===== config.mk =====
export PLATFORM = sky130hd
export DESIGN_NAME = vpa_partner_regs
export DESIGN_NICKNAME = d
export VERILOG_FILES = /design/src/logic/vpa_pkg.sv /design/src/logic/vpa_an_engine.sv /design/src/logic/vpa_partner_regs.sv
export SDC_FILE = /design/constraint.sdc
export NUM_CORES = 1
export LEC_CHECK = 0
export ABC_AREA = 1
export BUFFER_PORTS_ARGS = -buffer_cell sky130_fd_sc_hd__buf_2
export CAP_MARGIN = 10
export CORE_ASPECT_RATIO = 1.75
export CORE_UTILIZATION = 39
export DETAILED_ROUTE_END_ITERATION = 12
export PLACE_DENSITY = 0.79
export SLEW_MARGIN = 15
export SYNTH_ARGS = -nofsm -noshare
export SYNTH_HDL_FRONTEND = slang
export SYNTH_SLANG_ARGS = --single-unit

===== constraint.sdc =====
create_clock -name ref_clk -period 0.91 [get_ports ref_clk]
set_clock_uncertainty 0.05 [all_clocks]
set_input_delay 0.091 -clock ref_clk [delete_from_list [all_inputs] [get_ports ref_clk]]
set_output_delay 0.091 -clock ref_clk [all_outputs]
set_load 0.01 [all_outputs]

===== src/logic/vpa_pkg.sv =====
// Package of the emulated link partner status block: offsets, field positions,
// reset values, timing counts and the request and answer carriers.
// Assumes a single 125 MHz system clock and nothing else from its surroundings.
package vpa_pkg;

	// ------------------------------------------------------------------
	// Register map
	// ------------------------------------------------------------------
	localparam int unsigned ADDR_W             = 12;
	localparam logic [11:0] PARTNER_ABIL_OFS   = 12'h1d4;
	localparam logic [11:0] AN_EXP_OFS         = 12'h1d8;
	localparam logic [4:0]  PARTNER_ABIL_IDX   = 5'h05;
	localparam logic [4:0]  AN_EXP_IDX         = 5'h06;

	// ------------------------------------------------------------------
	// Field positions and fixed values
	// ------------------------------------------------------------------
	localparam int unsigned SEL_LSB            = 0;
	localparam int unsigned SEL_MSB            = 4;
	localparam logic [4:0]  SEL_IEEE_802_3     = 5'h01;
	localparam int unsigned ABIL_LSB           = 5;
	localparam int unsigned ABIL_MSB           = 8;
	localparam logic [3:0]  PARTNER_ABIL_SET   = 4'hf;
	localparam int unsigned T4_BIT             = 9;
	localparam int unsigned PAUSE_SYM_BIT      = 10;
	localparam int unsigned PAUSE_ASYM_BIT     = 11;
	localparam int unsigned REMOTE_FAULT_BIT   = 13;
	localparam int unsigned EXP_AN_ABLE_BIT    = 0;
	localparam int unsigned EXP_PAGE_RX_BIT    = 1;
	localparam int unsigned EXP_LOCAL_NP_BIT   = 2;
	localparam int unsigned EXP_PARTNER_NP_BIT = 3;
	localparam int unsigned EXP_PDF_BIT        = 4;
	localparam logic        PAGE_RX_RST        = 1'b0;
	localparam logic        AN_ABLE_RST        = 1'b1;

	// ------------------------------------------------------------------
	// Timing
	// ------------------------------------------------------------------
	localparam int unsigned CLK_PERIOD_NS      = 8;
	localparam int unsigned AN_SETTLE_NS       = 16;
	localparam int unsigned AN_SETTLE_CYC      =
		(AN_SETTLE_NS + CLK_PERIOD_NS - 1) / CLK_PERIOD_NS;
	localparam logic [3:0]  AN_SETTLE_LAST     = 4'(AN_SETTLE_CYC - 1);

	// ------------------------------------------------------------------
	// Carriers
	// ------------------------------------------------------------------
	typedef struct packed {
		logic              rd;
		logic              wr;
		logic [ADDR_W-1:0] addr;
		logic [31:0]       wdata;
	} vpa_bus_req_type;

	typedef struct packed {
		logic        valid;
		logic [31:0] data;
	} vpa_bus_rsp_type;

	typedef struct packed {
		logic       rd;
		logic [4:0] index;
	} vpa_mii_req_type;

	typedef struct packed {
		logic        valid;
		logic [15:0] data;
	} vpa_mii_rsp_type;

	// Partner pause answer {asym, sym} for a local {asym, sym} advertisement.
	function automatic logic [1:0] pause_map(input logic adv_sym, input logic adv_asym);
		logic [1:0] r;
		r = 2'h0;
		case ({adv_asym, adv_sym})
			2'b01: r = 2'b01;
			2'b10: r = 2'b11;
			2'b11: r = 2'b10;
			default: r = 2'b00;
		endcase
		return r;
	endfunction

endpackage


===== src/logic/vpa_an_engine.sv =====
// Negotiation engine of the emulated link partner.
// Assumes start comes from logic on the same clock and reset is already synchronised.
`timescale 1ns/1ps

module vpa_an_engine (
	input  logic       ref_clk,
	input  logic       rst_n,
	input  logic       start,
	input  logic [3:0] local_abil,
	output logic       done,
	output logic       fail
);

	// ------------------------------------------------------------------
	// State
	// ------------------------------------------------------------------
	typedef enum logic [0:0] {
		ST_IDLE,
		ST_SETTLE
	} vpa_an_state_type;

	vpa_an_state_type state_q;
	vpa_an_state_type state_d;
	logic [3:0]       cnt_q;
	logic [3:0]       cnt_d;
	logic             done_q;
	logic             done_d;
	logic             fail_q;
	logic             fail_d;

	// The partner answers at once, so the only wait is the short settle count;
	// a new start during the wait restarts it rather than being dropped.
	always_comb begin
		state_d = state_q;
		cnt_d   = cnt_q;
		done_d  = 1'b0;
		fail_d  = fail_q;
		case (state_q)
			ST_IDLE: begin
				if (start) begin
					state_d = ST_SETTLE;
					cnt_d   = 4'h0;
				end
			end
			ST_SETTLE: begin
				if (start) begin
					cnt_d = 4'h0;
				end else if (cnt_q == vpa_pkg::AN_SETTLE_LAST) begin
					state_d = ST_IDLE;
					done_d  = 1'b1;
					// Failure means no common ability bit with the partner.
					fail_d  = ((local_abil & vpa_pkg::PARTNER_ABIL_SET) == 4'h0);
				end else begin
					cnt_d = cnt_q + 4'h1;
				end
			end
			default: begin
				state_d = ST_IDLE;
			end
		endcase
	end

	// Registers of the engine.
	always_ff @(posedge ref_clk or negedge rst_n) begin
		if (!rst_n) begin
			state_q <= ST_IDLE;
			cnt_q   <= 4'h0;
			done_q  <= 1'b0;
			fail_q  <= 1'b0;
		end else begin
			state_q <= state_d;
			cnt_q   <= cnt_d;
			done_q  <= done_d;
			fail_q  <= fail_d;
		end
	end

	assign done = done_q;
	assign fail = fail_q;

endmodule


===== src/logic/vpa_partner_regs.sv =====
// Read-only status registers of the emulated link partner: partner ability
// and negotiation expansion, reachable as 32-bit words and as 16-bit MII words.
// Assumes requests and advertisement inputs come from logic on ref_clk.
`timescale 1ns/1ps

module vpa_partner_regs (
	input  logic                     ref_clk,
	input  logic                     reset_n,
	input  vpa_pkg::vpa_bus_req_type bus_req,
	output vpa_pkg::vpa_bus_rsp_type bus_rsp,
	input  vpa_pkg::vpa_mii_req_type mii_req,
	output vpa_pkg::vpa_mii_rsp_type mii_rsp,
	input  logic                     local_adv_pause_sym,
	input  logic                     local_adv_pause_asym,
	input  logic [3:0]               local_adv_abil,
	input  logic                     an_restart
);

	// ------------------------------------------------------------------
	// Reset release
	// ------------------------------------------------------------------
	logic rst_meta_q;
	logic rst_sync_q;

	// Release is delayed two edges so that no flop leaves reset near a clock edge.
	always_ff @(posedge ref_clk or negedge reset_n) begin
		if (!reset_n) begin
			rst_meta_q <= 1'b0;
			rst_sync_q <= 1'b0;
		end else begin
			rst_meta_q <= 1'b1;
			rst_sync_q <= rst_meta_q;
		end
	end

	// ------------------------------------------------------------------
	// Negotiation start and engine
	// ------------------------------------------------------------------
	logic boot_q;
	logic boot_d;
	logic an_start;
	logic an_done;
	logic an_fail;

	// Negotiation runs once by itself after reset, then on every restart.
	always_comb begin
		boot_d = 1'b0;
	end

	always_ff @(posedge ref_clk or negedge rst_sync_q) begin
		if (!rst_sync_q) begin
			boot_q <= 1'b1;
		end else begin
			boot_q <= boot_d;
		end
	end

	assign an_start = boot_q | an_restart;

	vpa_an_engine u_engine (
		.ref_clk    (ref_clk),
		.rst_n      (rst_sync_q),
		.start      (an_start),
		.local_abil (local_adv_abil),
		.done       (an_done),
		.fail       (an_fail)
	);

	// ------------------------------------------------------------------
	// Expansion status flags
	// ------------------------------------------------------------------
	logic bus_rd_exp;
	logic mii_rd_exp;
	logic page_q;
	logic page_d;
	logic able_q;
	logic able_d;

	assign bus_rd_exp = bus_req.rd && (bus_req.addr == vpa_pkg::AN_EXP_OFS);
	assign mii_rd_exp = mii_req.rd && (mii_req.index == vpa_pkg::AN_EXP_IDX);

	// A page arriving in the same cycle as a clearing read is kept, so the
	// set term is checked first; writes never reach these flags.
	always_comb begin
		page_d = page_q;
		able_d = able_q;
		if (an_done) begin
			page_d = 1'b1;
			able_d = !an_fail;
		end else if (bus_rd_exp || mii_rd_exp) begin
			page_d = 1'b0;
		end
	end

	always_ff @(posedge ref_clk or negedge rst_sync_q) begin
		if (!rst_sync_q) begin
			page_q <= vpa_pkg::PAGE_RX_RST;
			able_q <= vpa_pkg::AN_ABLE_RST;
		end else begin
			page_q <= page_d;
			able_q <= able_d;
		end
	end

	// ------------------------------------------------------------------
	// Register contents
	// ------------------------------------------------------------------
	// Both access paths share one decoder so the 16-bit and 32-bit views cannot drift.
	function automatic logic [15:0] reg_word(input logic [4:0] idx, input logic sym,
	                                         input logic asym, input logic page,
	                                         input logic able);
		logic [15:0] w;
		logic [1:0]  p;
		w = 16'h0000;
		p = vpa_pkg::pause_map(sym, asym);
		if (idx == vpa_pkg::PARTNER_ABIL_IDX) begin
			w[vpa_pkg::SEL_MSB:vpa_pkg::SEL_LSB]   = vpa_pkg::SEL_IEEE_802_3;
			w[vpa_pkg::ABIL_MSB:vpa_pkg::ABIL_LSB] = vpa_pkg::PARTNER_ABIL_SET;
			w[vpa_pkg::T4_BIT]                     = 1'b0;
			w[vpa_pkg::PAUSE_SYM_BIT]              = p[0];
			w[vpa_pkg::PAUSE_ASYM_BIT]             = p[1];
			w[vpa_pkg::REMOTE_FAULT_BIT]           = 1'b0;
		end else if (idx == vpa_pkg::AN_EXP_IDX) begin
			w[vpa_pkg::EXP_PDF_BIT]        = 1'b0;
			w[vpa_pkg::EXP_PARTNER_NP_BIT] = 1'b0;
			w[vpa_pkg::EXP_LOCAL_NP_BIT]   = 1'b0;
			w[vpa_pkg::EXP_PAGE_RX_BIT]    = page;
			w[vpa_pkg::EXP_AN_ABLE_BIT]    = able;
		end
		return w;
	endfunction

	// ------------------------------------------------------------------
	// Word-wide read port
	// ------------------------------------------------------------------
	logic [4:0]  bus_idx;
	logic        bus_rsp_valid_q;
	logic        bus_rsp_valid_d;
	logic [31:0] bus_rsp_data_q;
	logic [31:0] bus_rsp_data_d;

	// Byte address to register index; unmapped addresses land on an empty index.
	always_comb begin
		bus_idx = 5'h1f;
		if (bus_req.addr == vpa_pkg::PARTNER_ABIL_OFS) begin
			bus_idx = vpa_pkg::PARTNER_ABIL_IDX;
		end else if (bus_req.addr == vpa_pkg::AN_EXP_OFS) begin
			bus_idx = vpa_pkg::AN_EXP_IDX;
		end
	end

	// Data is captured before the clearing read takes effect, so the reader sees the flag.
	always_comb begin
		bus_rsp_valid_d = bus_req.rd || bus_req.wr;
		bus_rsp_data_d  = 32'h0000_0000;
		if (bus_req.rd) begin
			bus_rsp_data_d = {16'h0000, reg_word(bus_idx, local_adv_pause_sym,
				local_adv_pause_asym, page_q, able_q)};
		end
	end

	always_ff @(posedge ref_clk or negedge rst_sync_q) begin
		if (!rst_sync_q) begin
			bus_rsp_valid_q <= 1'b0;
			bus_rsp_data_q  <= 32'h0000_0000;
		end else begin
			bus_rsp_valid_q <= bus_rsp_valid_d;
			bus_rsp_data_q  <= bus_rsp_data_d;
		end
	end

	assign bus_rsp.valid = bus_rsp_valid_q;
	assign bus_rsp.data  = bus_rsp_data_q;

	// ------------------------------------------------------------------
	// Serial management read port
	// ------------------------------------------------------------------
	logic        mii_rsp_valid_q;
	logic        mii_rsp_valid_d;
	logic [15:0] mii_rsp_data_q;
	logic [15:0] mii_rsp_data_d;

	// The serial view carries only the low half word of each register.
	always_comb begin
		mii_rsp_valid_d = mii_req.rd;
		mii_rsp_data_d  = 16'h0000;
		if (mii_req.rd) begin
			mii_rsp_data_d = reg_word(mii_req.index, local_adv_pause_sym,
				local_adv_pause_asym, page_q, able_q);
		end
	end

	always_ff @(posedge ref_clk or negedge rst_sync_q) begin
		if (!rst_sync_q) begin
			mii_rsp_valid_q <= 1'b0;
			mii_rsp_data_q  <= 16'h0000;
		end else begin
			mii_rsp_valid_q <= mii_rsp_valid_d;
			mii_rsp_data_q  <= mii_rsp_data_d;
		end
	end

	assign mii_rsp.valid = mii_rsp_valid_q;
	assign mii_rsp.data  = mii_rsp_data_q;

	// ------------------------------------------------------------------
	// Assertions
	// ------------------------------------------------------------------
	logic rd_partner;
	logic rd_exp_only;

	assign rd_partner  = bus_req.rd && (bus_req.addr == vpa_pkg::PARTNER_ABIL_OFS);
	assign rd_exp_only = bus_rd_exp && !mii_req.rd;
endmodule


==> results of run 1 <==
-- worst max-delay path: cells and delay by family (launching register included) --
kind	cells	cell delay [ns]
and+or+nand+nor	3	0.56
DFF	1	0.39
AOI/OAI and AO/OA	1	0.06
-- repair_timing --
item / CTS / global route
resized for setup: 9 / 8
endpoints found under the setup margin: 16 / 26
hold buffers: 3 / 0
buffers inserted: 3 / 0
hold endpoints to repair: 4 / 0
pin swaps: 3 / 3
-- power by group --
group / internal (mW) / switching, mW
Sequential: 1.13 / 0.0401
Clock: 0.385 / 0.300
Combinational: 0.142 / 0.214
Total: 1.66 / 0.554
-- placed cells by master (no fill, tap or decap), types with 2 or more instances in the layout --
cell,netlist,layout
sky130_fd_sc_hd__conb_1,2,34
sky130_fd_sc_hd__nand3_2,0,4
sky130_fd_sc_hd__ha_1,5,4
sky130_fd_sc_hd__buf_2,0,42
sky130_fd_sc_hd__nor3_1,2,2
sky130_fd_sc_hd__buf_4,40,3
sky130_fd_sc_hd__inv_1,24,24
sky130_fd_sc_hd__dlygate4sd3_1,0,3
sky130_fd_sc_hd__dfstp_2,2,2
sky130_fd_sc_hd__nand3_1,9,5
sky130_fd_sc_hd__nand2_1,21,18
sky130_fd_sc_hd__nand2_4,0,2
sky130_fd_sc_hd__clkbuf_8,0,4
sky130_fd_sc_hd__nor2_1,14,14
sky130_fd_sc_hd__dfrtp_1,22,21
sky130_fd_sc_hd__o21ai_1,3,2
sky130_fd_sc_hd__buf_6,0,5
sky130_fd_sc_hd__nand4_1,4,4
sky130_fd_sc_hd__nor2_2,3,3
-- final cells by class --
class                           instances  area, sq um
Fill cell                             340         1678
Sequential cell                        24        604.3
Multi-Input combinational cell        102        536.8
Timing Repair Buffer                   54        339.1
Inverter                               25        93.84
Tap cell                               45        56.30
Clock buffer                            4        55.05
-- path summary, 6_finish.rpt --
kind | slack, ns | cells past startpoint | to
worst max-delay path | -0.25 | 4 | u_engine.fail
worst min-delay path | 0.02 | 2 | bus_rsp_valid_q
worst max register to register | -0.25 | 4 | u_engine.fail
worst min register to register | 0.15 | 1 | u_engine.fail
max in group asynchronous | 0.44 | 1 | boot_q
min in group asynchronous | 0.08 | 2 | rst_sync_q
-- metal layers --
metal,vias to the layer above,GRT usage [%],routed length [microns]
met4,0,7.143,22
met5,-,0,0
met2,53,25.28,1313
li1,512,-,-
met1,464,10.76,746
met3,2,2.022,126
-- kinds of logic after synthesis --
group                      count (synthesis)  synth area share (%)
adders and majority gates                  5                 4.579
buffers and inverters                     65                 28.85
and+or+nand+nor                           56                 19.05
other                                      2                0.5497
AOI/OAI and AO/OA                          7                 2.838
DFF                                       24                 44.14
-- metrics by stage --
step	util [%]	total power [mW]
floorplan	-	1.484
global placement	44.90	1.492
detailed placement	44.90	1.502
CTS	49.07	2.231
global route	50.11	2.343
finish	50.11	2.213
==> tab_implementation.tex, run 1 <==
\begin{tabular}{lr}
\hline
Metric & Value \\
\hline
\multicolumn{2}{l}{\textbf{Outcome}} \\
Run status & complete, but fails checks \\
Failing checks & negative setup slack \\
\multicolumn{2}{l}{\textbf{Detailed routing}} \\
Final ANT Viol Nets & 0 \\
Number of remaining DRC errors & 0 \\
Total length of routed wires & 2.209 mm \\
Starting DRC count in detailed routing & 10 \\
First drt pass iteration count & 4 \\
Routed length per instance & approximately 8.7 microns \\
Via total after detailed routing & $\sim$1000 \\
Vias per cell & 4.059 \\
\multicolumn{2}{l}{\textbf{Timing}} \\
Clock period minus worst slack & 1.160 ns \\
Final worst path period share & 127.5\% \\
Worst hold margin & about 0.023 ns \\
RSZ-0062 raised after global routing & yes \\
Number of setup violations in the final report & 15 \\
Setup TNS after final layout & -1.553 ns \\
Total count of max-transition violations in the final report & 0 \\
Maximum operating frequency & between 800 and 900 MHz \\
Slack of the critical path & -0.2503 ns \\
Final Hold Vio Count & 0 \\
\multicolumn{2}{l}{\textbf{Flow run}} \\
Reported max-cap violation count & 0 \\
\multicolumn{2}{l}{\textbf{CTS}} \\
Clock Root Buffer & sky130\_fd\_sc\_hd\_\_clkbuf\_8 \\
TritonCTS sink count & 24 \\
Clock transition time at the flip-flop clock pins of the worst setup and hold paths & 0.08 ns \\
CTS H-Tree Depth & 1 \\
Insertion delay of the later-clocked pin in the worst-skew pair & 0.26 ns \\
Clock buffer count from CTS & 3 \\
Bufs on Longest Clock Path & 2 \\
CTS tree & done \\
\multicolumn{2}{l}{\textbf{Synth}} \\
Gate Count Post-Synth & roughly 160 \\
Warnings, synthesis & 0 \\
Fraction of synthesis flops using an asynchronous set or reset pin & 100.0\% \\
Count of state elements after synthesis & 24 \\
Post-synth cell types & 21 \\
Dominant cell by count in the synthesized netlist & sky130\_fd\_sc\_hd\_\_buf\_4 \\
Main flop type after synthesis & sky130\_fd\_sc\_hd\_\_dfrtp\_1 \\
Post-Synthesis Cell Area & 1366 sq um \\
Commonest cells in the synthesized netlist & 40 x sky130\_fd\_sc\_hd\_\_buf\_4, 24 x sky130\_fd\_sc\_hd\_\_inv\_1, 22 x sky130\_fd\_sc\_hd\_\_dfrtp\_1 \\
Post-synth top area cell & sky130\_fd\_sc\_hd\_\_dfrtp\_1 \\
Post-synth EDFFs & 0 \\
Post-Synthesis Mean Instance Area & $\sim$8.6 sq um \\
Top-area cell type share of the netlist area & around two fifths \\
Leading cell types by total area after synthesis & sky130\_fd\_sc\_hd\_\_dfrtp\_1 40\%, sky130\_fd\_sc\_hd\_\_buf\_4 22\%, sky130\_fd\_sc\_hd\_\_inv\_1 6.6\% \\
Sequential fraction of the synthesis area & approximately 44\% \\
\multicolumn{2}{l}{\textbf{Finish}} \\
Post-layout nets & 276 \\
Area added between synthesis and finish & 23.35\% \\
Share of layout cells above drive strength 1 & 35.89\% \\
Summed area of non-filler cells in the final layout & 1685 sq um \\
Non-filler instance count after layout & 254 \\
Diodes inserted & 0 \\
Largest regs & bus\_rsp\_data\_q (5), mii\_rsp\_data\_q (5), u\_engine.cnt\_q (4) \\
\multicolumn{2}{l}{\textbf{Placed design}} \\
Final RePlAce weighted congestion & 0.7048 \\
PortBufs & 46 \\
Placed wire-length estimate after detailed placement & roughly 1.7 mm \\
Worst setup slack before clock tree synthesis & -0.1879 ns \\
Number of cells after detailed placement & 245 \\
Instance area after placement & 1510 sq um \\
\multicolumn{2}{l}{\textbf{Global route}} \\
Via count of the first global-routing pass & about 970 \\
Number of antenna violations at the first check in global routing & 0 \\
First-pass GRT wire length & 3.532 mm \\
Maximum number of pins on one net before global-route repair & 23 \\
Total global routing track utilization & 12.83\% \\
Total grt overflow & 0 \\
\multicolumn{2}{l}{\textbf{Critical path}} \\
Required time of the worst setup path & roughly 1.0 ns \\
Sequence of cells on the critical path & nor2\_1, nand4\_1, nand2\_1, o21ai\_1 \\
Beginning of the worst register-to-register path & u\_engine.cnt\_q[2] \\
Data arrival time of the critical path & 1.26 ns \\
CP Max Fanout & 3 \\
Kind of critical path & register to register \\
Element type at the critical path start & register \\
CP max stage cell & sky130\_fd\_sc\_hd\_\_dfrtp\_1 \\
First element of the critical path & u\_engine.cnt\_q[2] \\
Critical path capture point type & register \\
Largest stage delay, worst path & between 0.3 and 0.4 ns \\
\multicolumn{2}{l}{\textbf{Hold path}} \\
Origin of the worst min-delay path & bus\_req[45] \\
Hold/Removal Path Class & input port to register \\
\multicolumn{2}{l}{\textbf{Floorplanning}} \\
Placeable core area & between 3000 and 4000 sq um \\
Starting density of the core & about two fifths \\
Die H & approximately 80 microns \\
Num rows & 28 \\
Width of the die & between 40 and 50 microns \\
Floorplan die area & roughly 3800 sq um \\
I/O pin cnt & 111 \\
\multicolumn{2}{l}{\textbf{Power and ir drop}} \\
Largest vdd supply drop & between 0.8 and 0.9 mV \\
P\_leak & about 0.98 nW \\
Power density over cell area & between 1000 and 1500 nW/um\^{}2 \\
\hline
\end{tabular}
Power figures use the tool's default switching activity.
==> run 2, diff against run 1 <==
--- a/config.mk
+++ b/config.mk
@@ -12,6 +12,7 @@
 export CORE_UTILIZATION = 39
 export DETAILED_ROUTE_END_ITERATION = 12
 export PLACE_DENSITY = 0.79
+export SETUP_SLACK_MARGIN = 0.5
 export SLEW_MARGIN = 15
 export SYNTH_ARGS = -nofsm -noshare
 export SYNTH_HDL_FRONTEND = slang
==> tab_implementation.tex, run 2 (synthesis gave the netlist of run 1 again) <==
\begin{tabular}{lr}
\hline
Metric & Value \\
\hline
\multicolumn{2}{l}{\textbf{Outcome}} \\
Run status & complete, but fails checks \\
Failing checks & negative hold slack, negative setup slack \\
\multicolumn{2}{l}{\textbf{Placed design}} \\
Number of cells after detailed placement & 244 (-0.41\%) \\
Worst setup slack before clock tree synthesis & -0.1950 ns (-0.007090 ns) \\
PortBufs & 46 (unchanged) \\
Placed wire-length estimate after detailed placement & 1.726 mm (+3.0\%) \\
Final RePlAce weighted congestion & 0.7949 (+13\%) \\
Instance area after placement & 1559 sq um (+3.2\%) \\
\multicolumn{2}{l}{\textbf{Critical path}} \\
Element type at the critical path start & register \\
Data arrival time of the critical path & 1.18 ns (-0.08 ns) \\
Required time of the worst setup path & 1.02 ns (about the same) \\
Beginning of the worst register-to-register path & u\_engine.cnt\_q[0] \\
First element of the critical path & u\_engine.cnt\_q[0] \\
Kind of critical path & register to register \\
CP max stage cell & sky130\_fd\_sc\_hd\_\_dfrtp\_2 \\
CP Buf/Inv Count & 0 (unchanged) \\
Sequence of cells on the critical path & ha\_4, nand2\_4, nand2\_4, nand3\_2, o21ai\_1 \\
Most common cell type on the critical path & sky130\_fd\_sc\_hd\_\_nand2\_4 \\
Critical path capture point type & register \\
Largest stage delay, worst path & 0.45 ns (+0.06 ns) \\
Category of cells accounting for the largest share of critical-path delay & flip-flops \\
CP Max Fanout & 3 (unchanged) \\
\multicolumn{2}{l}{\textbf{Floorplanning}} \\
Die H & 80.30 microns (unchanged) \\
Starting density of the core & 40.62\% (unchanged) \\
Num rows & 28 (unchanged) \\
Floorplan die area & 3753 sq um (unchanged) \\
I/O pin cnt & 111 (unchanged) \\
Width of the die & 46.74 microns (unchanged) \\
Placeable core area & 3363 sq um (unchanged) \\
\multicolumn{2}{l}{\textbf{CTS}} \\
Post-CTS Hold Fix Bufs & 1 (-2) \\
TritonCTS sink count & 24 (unchanged) \\
Clock transition time at the flip-flop clock pins of the worst setup and hold paths & 0.08 ns (about the same) \\
Clock Root Buffer & sky130\_fd\_sc\_hd\_\_clkbuf\_8 \\
Insertion delay of the later-clocked pin in the worst-skew pair & 0.27 ns (about the same) \\
CTS H-Tree Depth & 1 (unchanged) \\
Clock buffer count from CTS & 3 (unchanged) \\
Bufs on Longest Clock Path & 2 (unchanged) \\
CTS tree & done \\
\multicolumn{2}{l}{\textbf{Global route}} \\
Total grt overflow & 0 (unchanged) \\
First-pass GRT wire length & 4.291 mm (+21\%) \\
Maximum number of pins on one net before global-route repair & 15 (-35\%) \\
Number of antenna violations at the first check in global routing & 0 (unchanged) \\
Total global routing track utilization & 16.20\% (+3.4 points) \\
Via count of the first global-routing pass & 1022 (+5.8\%) \\
\multicolumn{2}{l}{\textbf{Finish}} \\
Commonest non-fill, non-tap cells in the layout & 34 x sky130\_fd\_sc\_hd\_\_conb\_1, 26 x sky130\_fd\_sc\_hd\_\_buf\_2, 20 x sky130\_fd\_sc\_hd\_\_buf\_6, 17 x sky130\_fd\_sc\_hd\_\_dfrtp\_1 \\
Post-layout nets & 282 (+2.2\%) \\
Summed area of non-filler cells in the final layout & 2063 sq um (+22\%) \\
Fillers & 295 (-13\%) \\
Non-filler instance count after layout & 260 (+2.4\%) \\
Most frequent standard cell in the layout excluding fill and tap cells & sky130\_fd\_sc\_hd\_\_conb\_1 \\
Post-layout utilization of the core & 61.35\% (+11 points) \\
Largest regs & bus\_rsp\_data\_q (5), mii\_rsp\_data\_q (5), u\_engine.cnt\_q (4) \\
Share of layout cells above drive strength 1 & 51.16\% (+15 points) \\
Diodes inserted & 0 (unchanged) \\
Area added between synthesis and finish & 51.01\% \\
\multicolumn{2}{l}{\textbf{Power and ir drop}} \\
Flop pwr share & 45.4\% (-7.6 points) \\
P\_leak & 1.070 nW (+8.6\%) \\
Power density over cell area & 1265 nW/um\^{}2 (-3.6\%) \\
Power, Total & 2.611 mW (+18\%) \\
Largest vdd supply drop & 1.044 mV (+28\%) \\
Cell-internal power & 1.959 mW (+18\%) \\
Net load switching power & 0.6511 mW (+18\%) \\
Clk pwr share & 35.2\% (+4.2 points) \\
Fraction of power consumed by combinational cells & 19.4\% (+3.3 points) \\
Fraction of power spent switching nets & 24.94\% (-0.096 points) \\
\multicolumn{2}{l}{\textbf{Detailed routing}} \\
Routed length per instance & 10.80 microns (+24\%) \\
Number of remaining DRC errors & 0 (unchanged) \\
Vias per cell & 4.281 (+5.5\%) \\
Via total after detailed routing & 1113 (+8.0\%) \\
Final ANT Viol Nets & 0 (unchanged) \\
Total length of routed wires & 2.809 mm (+27\%) \\
Starting DRC count in detailed routing & 8 (-2) \\
First drt pass iteration count & 4 (unchanged) \\
\multicolumn{2}{l}{\textbf{Hold path}} \\
Hold/Removal Path Class & input port to register \\
Origin of the worst min-delay path & mii\_req[5] \\
\multicolumn{2}{l}{\textbf{Timing}} \\
Clock period minus worst slack & 1.070 ns (-0.09074 ns) \\
Worst hold margin & -0.07781 ns (-0.1012 ns) \\
Slack of the critical path & -0.1595 ns (+0.09074 ns) \\
Maximum operating frequency & 935.0 MHz (+8.5\%) \\
Number of setup violations in the final report & 20 (+5) \\
Final worst path period share & 117.5\% (-10 points) \\
Final Hold Vio Count & 2 (+2) \\
Setup TNS after final layout & -1.512 ns (+0.04143 ns) \\
Total count of max-transition violations in the final report & 0 (unchanged) \\
RSZ-0062 raised after global routing & yes \\
\multicolumn{2}{l}{\textbf{Flow run}} \\
Reported max-cap violation count & 0 (unchanged) \\
\hline
\end{tabular}
==> run 2: cell count changes in the layout (fill, tap and decap cells not counted), sizes merged <==
cell / before / now
clkbuf: 4 / 3
clkinv: 0 / 2
dlygate4sd3: 3 / 1
buf: 51 / 59
bufinv: 0 / 1
inv: 25 / 23
==> run 2: worst reg2reg max path, delay by kind of cell (launching register included) <==
| family | cells | cell delay, ns |
|---|---|---|
| adder cells (fa/ha/maj) | 1 | 0.18 |
| flip-flops | 1 | 0.45 |
| AO/OA/AOI/OAI | 1 | 0.06 |
| AND/OR/NAND/NOR | 3 | 0.23 |
==> run 2: what timing repair did <==
| action | CTS | global route |
|---|---|---|
| endpoints found under the setup margin | 60 | 60 |
| hold endpoints to repair | 4 | 2 |
| setup buffers | 9 | 1 |
| gates resized for setup | 36 | 31 |
| cloned | 1 | 0 |
| pin swaps | 13 | 13 |
==> run 2: metal layers <==
| metal | GRT usage (%) | part of all wire [%] |
|---|---|---|
| met1 | 14.51 | 31 |
| met2 | 31.25 | 60 |
| met3 | 3.371 | 6.9 |
| met4 | 7.429 | 2.0 |
| met5 | 0 | 0 |
==> run 2: layout make-up <==
cell class / count / area, sq um / share of cell area [%]
multi-input cells: 102 / 641.9 / 31.11
flip-flops and latches: 24 / 611.8 / 29.65
repair buffers: 60 / 548.0 / 26.56
inverters: 25 / 133.9 / 6.489
well taps: 45 / 56.30 / 2.729
clock buffers: 3 / 41.29 / 2.001
clock inverters: 1 / 30.03 / 1.455
==> run 2: worst paths after layout <==
path,to,slack [ns],depth (start not counted)
hold reg to reg,mii_rsp_data_q[10],0.22,1
hold / removal,mii_rsp_valid_q,-0.08,1
min in group asynchronous,rst_sync_q,0.08,2
max in group asynchronous,boot_q,0.38,1
setup reg to reg,u_engine.cnt_q[0],-0.16,5
setup / recovery,u_engine.cnt_q[0],-0.16,5
==> run 2: power groups by stage <==
stage | combinational, mW | clock, mW | sequential, mW
6_report | 0.506 | 0.918 | 1.19
5_1_grt | 0.567 | 0.962 | 1.20
4_1_cts | 0.445 | 0.936 | 1.17
3_5_place_dp | 0.320 | 0 | 1.21
3_3_place_gp | 0.309 | 0 | 1.21
2_1_floorplan | 0.313 | 0 | 1.20
==> run 3, diff against run 2 <==
--- a/config.mk
+++ b/config.mk
@@ -12,6 +12,7 @@
 export CORE_UTILIZATION = 39
 export DETAILED_ROUTE_END_ITERATION = 12
 export PLACE_DENSITY = 0.79
+export REMOVE_ABC_BUFFERS = 1
 export SETUP_SLACK_MARGIN = 0.5
 export SLEW_MARGIN = 15
 export SYNTH_ARGS = -nofsm -noshare
==> tab_implementation.tex, run 3 (synthesis gave the netlist of run 1 again) <==
\begin{tabular}{lr}
\hline
Metric & Value \\
\hline
\multicolumn{2}{l}{\textbf{Timing}} \\
Final Hold Vio Count & 2 (unchanged) \\
Total count of max-transition violations in the final report & 0 (unchanged) \\
Maximum operating frequency & 885.3 MHz (-5.3\%) \\
Worst hold margin & -0.08783 ns (-0.01001 ns) \\
Setup TNS after final layout & -1.733 ns (-0.2209 ns) \\
Final worst path period share & 124.1\% (+6.6 points) \\
Number of setup violations in the final report & 18 (-10\%) \\
RSZ-0062 raised after global routing & yes \\
Clock period minus worst slack & 1.130 ns (+0.06010 ns) \\
Slack of the critical path & -0.2196 ns (-0.06010 ns) \\
\multicolumn{2}{l}{\textbf{Global route}} \\
Number of antenna violations at the first check in global routing & 0 (unchanged) \\
Total global routing track utilization & 13.34\% (-2.9 points) \\
Via count of the first global-routing pass & 923 (-9.7\%) \\
First-pass GRT wire length & 3.491 mm (-19\%) \\
Maximum number of pins on one net before global-route repair & 15 (unchanged) \\
Total grt overflow & 0 (unchanged) \\
\multicolumn{2}{l}{\textbf{Detailed routing}} \\
Starting DRC count in detailed routing & 12 (+4) \\
Number of remaining DRC errors & 0 (unchanged) \\
Top routing layer in use & met4 \\
First drt pass iteration count & 4 (unchanged) \\
Vias per cell & 4.176 (-2.4\%) \\
Final ANT Viol Nets & 0 (unchanged) \\
Via total after detailed routing & 1065 (-4.3\%) \\
Routed length per instance & 9.757 microns (-9.7\%) \\
Length of routed met2 wiring & 1.357 mm (-19\%) \\
Met3 routed WL & 175 microns (-9.8\%) \\
Metal1 wirelength & 853 microns (-3.4\%) \\
Total length of routed wires & 2.488 mm (-11\%) \\
\multicolumn{2}{l}{\textbf{Finish}} \\
Commonest non-fill, non-tap cells in the layout & 34 x sky130\_fd\_sc\_hd\_\_conb\_1, 34 x sky130\_fd\_sc\_hd\_\_buf\_2, 20 x sky130\_fd\_sc\_hd\_\_dfrtp\_1 \\
Post-layout utilization of the core & 55.06\% (-6.3 points) \\
Area added between synthesis and finish & 35.53\% \\
Summed area of non-filler cells in the final layout & 1852 sq um (-10\%) \\
Post-layout nets & 277 (-1.8\%) \\
Share of layout cells above drive strength 1 & 46.19\% (-5.0 points) \\
Diodes inserted & 0 (unchanged) \\
Largest regs & bus\_rsp\_data\_q (5), mii\_rsp\_data\_q (5), u\_engine.cnt\_q (4) \\
\multicolumn{2}{l}{\textbf{Floorplanning}} \\
I/O pin cnt & 111 (unchanged) \\
Num rows & 28 (unchanged) \\
Floorplan die area & 3753 sq um (unchanged) \\
Placeable core area & 3363 sq um (unchanged) \\
Starting density of the core & 40.62\% (unchanged) \\
Die H & 80.30 microns (unchanged) \\
Width of the die & 46.74 microns (unchanged) \\
\multicolumn{2}{l}{\textbf{CTS}} \\
Bufs on Longest Clock Path & 2 (unchanged) \\
Clock Root Buffer & sky130\_fd\_sc\_hd\_\_clkbuf\_8 \\
Post-CTS Hold Fix Bufs & 1 (unchanged) \\
CTS tree & done \\
TritonCTS sink count & 24 (unchanged) \\
Clock transition time at the flip-flop clock pins of the worst setup and hold paths & 0.08 ns (about the same) \\
CTS H-Tree Depth & 1 (unchanged) \\
Clock buffer count from CTS & 3 (unchanged) \\
Insertion delay of the later-clocked pin in the worst-skew pair & 0.27 ns (about the same) \\
\multicolumn{2}{l}{\textbf{Power and ir drop}} \\
P\_leak & 1.012 nW (-5.5\%) \\
Largest vdd supply drop & 0.6646 mV (-36\%) \\
Power density over cell area & 1354 nW/um\^{}2 (+7.0\%) \\
\multicolumn{2}{l}{\textbf{Critical path}} \\
Critical path capture point type & register \\
Required time of the worst setup path & 1.05 ns (+0.03 ns) \\
Data arrival time of the critical path & 1.27 ns (+0.09 ns) \\
Kind of critical path & register to register \\
CP Max Fanout & 3 (unchanged) \\
Beginning of the worst register-to-register path & u\_engine.cnt\_q[1] \\
First element of the critical path & u\_engine.cnt\_q[1] \\
Element type at the critical path start & register \\
\multicolumn{2}{l}{\textbf{Hold path}} \\
Origin of the worst min-delay path & mii\_req[5] \\
Hold/Removal Path Class & input port to register \\
\multicolumn{2}{l}{\textbf{Flow run}} \\
Reported max-cap violation count & 0 (unchanged) \\
\multicolumn{2}{l}{\textbf{Outcome}} \\
Failing checks & negative hold slack, negative setup slack \\
Run status & complete, but fails checks \\
\multicolumn{2}{l}{\textbf{Placed design}} \\
Placed wire-length estimate after detailed placement & 1.846 mm (+7.0\%) \\
Final RePlAce weighted congestion & 0.7143 (-10\%) \\
Instance area after placement & 1510 sq um (-3.1\%) \\
PortBufs & 46 (unchanged) \\
\hline
\end{tabular}
-- run 3: report_power, final --
part | switching [mW] | internal [mW] | total [mW]
Combinational | 0.242 | 0.185 | 0.427
Sequential | 0.0445 | 1.13 | 1.18
Clock | 0.316 | 0.588 | 0.904
Total | 0.602 | 1.91 | 2.51
-- run 3: worst max-delay path, cell delays in order (launching register included) --
cell	delay, ns
sky130_fd_sc_hd__dfrtp_1	0.41
sky130_fd_sc_hd__inv_1	0.08
sky130_fd_sc_hd__ha_2	0.18
sky130_fd_sc_hd__nand2_2	0.08
sky130_fd_sc_hd__nand2_2	0.10
sky130_fd_sc_hd__nand3_1	0.07
sky130_fd_sc_hd__o21ai_1	0.08
-- run 3: stage by stage --
stage	hold slack [ns]	power [mW]	cells	worst slack [ns]
global route	-0.08667	2.623	255	-0.2899
finish	-0.08783	2.508	255	-0.2196
CTS	-0.09205	2.490	255	-0.1772
global placement	-0.1744	1.487	247	-0.1721
floorplan	-0.2546	1.373	151	-0.1523
detailed placement	-0.1693	1.499	247	-0.2143
-- run 3: repair_timing --
action                     4_1_cts  5_1_grt
gates resized for setup         40       25
pin swaps                       23       11
setup buffers                    2        0
gates cloned                     1        0
hold endpoints to repair         4        2
setup endpoints to repair       59       59
-- run 3: layer usage --
metal  vias up  global-route usage [%]
met5         -                       0
met2        63                   25.00
li1        515                       -
met4         0                   11.14
met3         7                   1.573
met1       480                   10.98
-- run 3: layout make-up --
type                            instances  area (sq um)
Sequential cell                        24         605.6
Clock inverter                          1         30.03
Inverter                               25         103.9
Tap cell                               45         56.30
Fill cell                             321          1511
Timing Repair Buffer                   55         401.6
Clock buffer                            3         41.29
Multi-Input combinational cell        102         613.1
-- run 3: path summary, 6_finish.rpt --
kind	to	slack [ns]	cells after the start
setup / recovery	u_engine.cnt_q[0]	-0.22	6
hold / removal	mii_rsp_valid_q	-0.09	1
setup reg to reg	u_engine.cnt_q[0]	-0.22	6
hold reg to reg	u_engine.cnt_q[3]	0.19	1
max in group asynchronous	able_q	0.41	1
min in group asynchronous	rst_sync_q	0.08	2
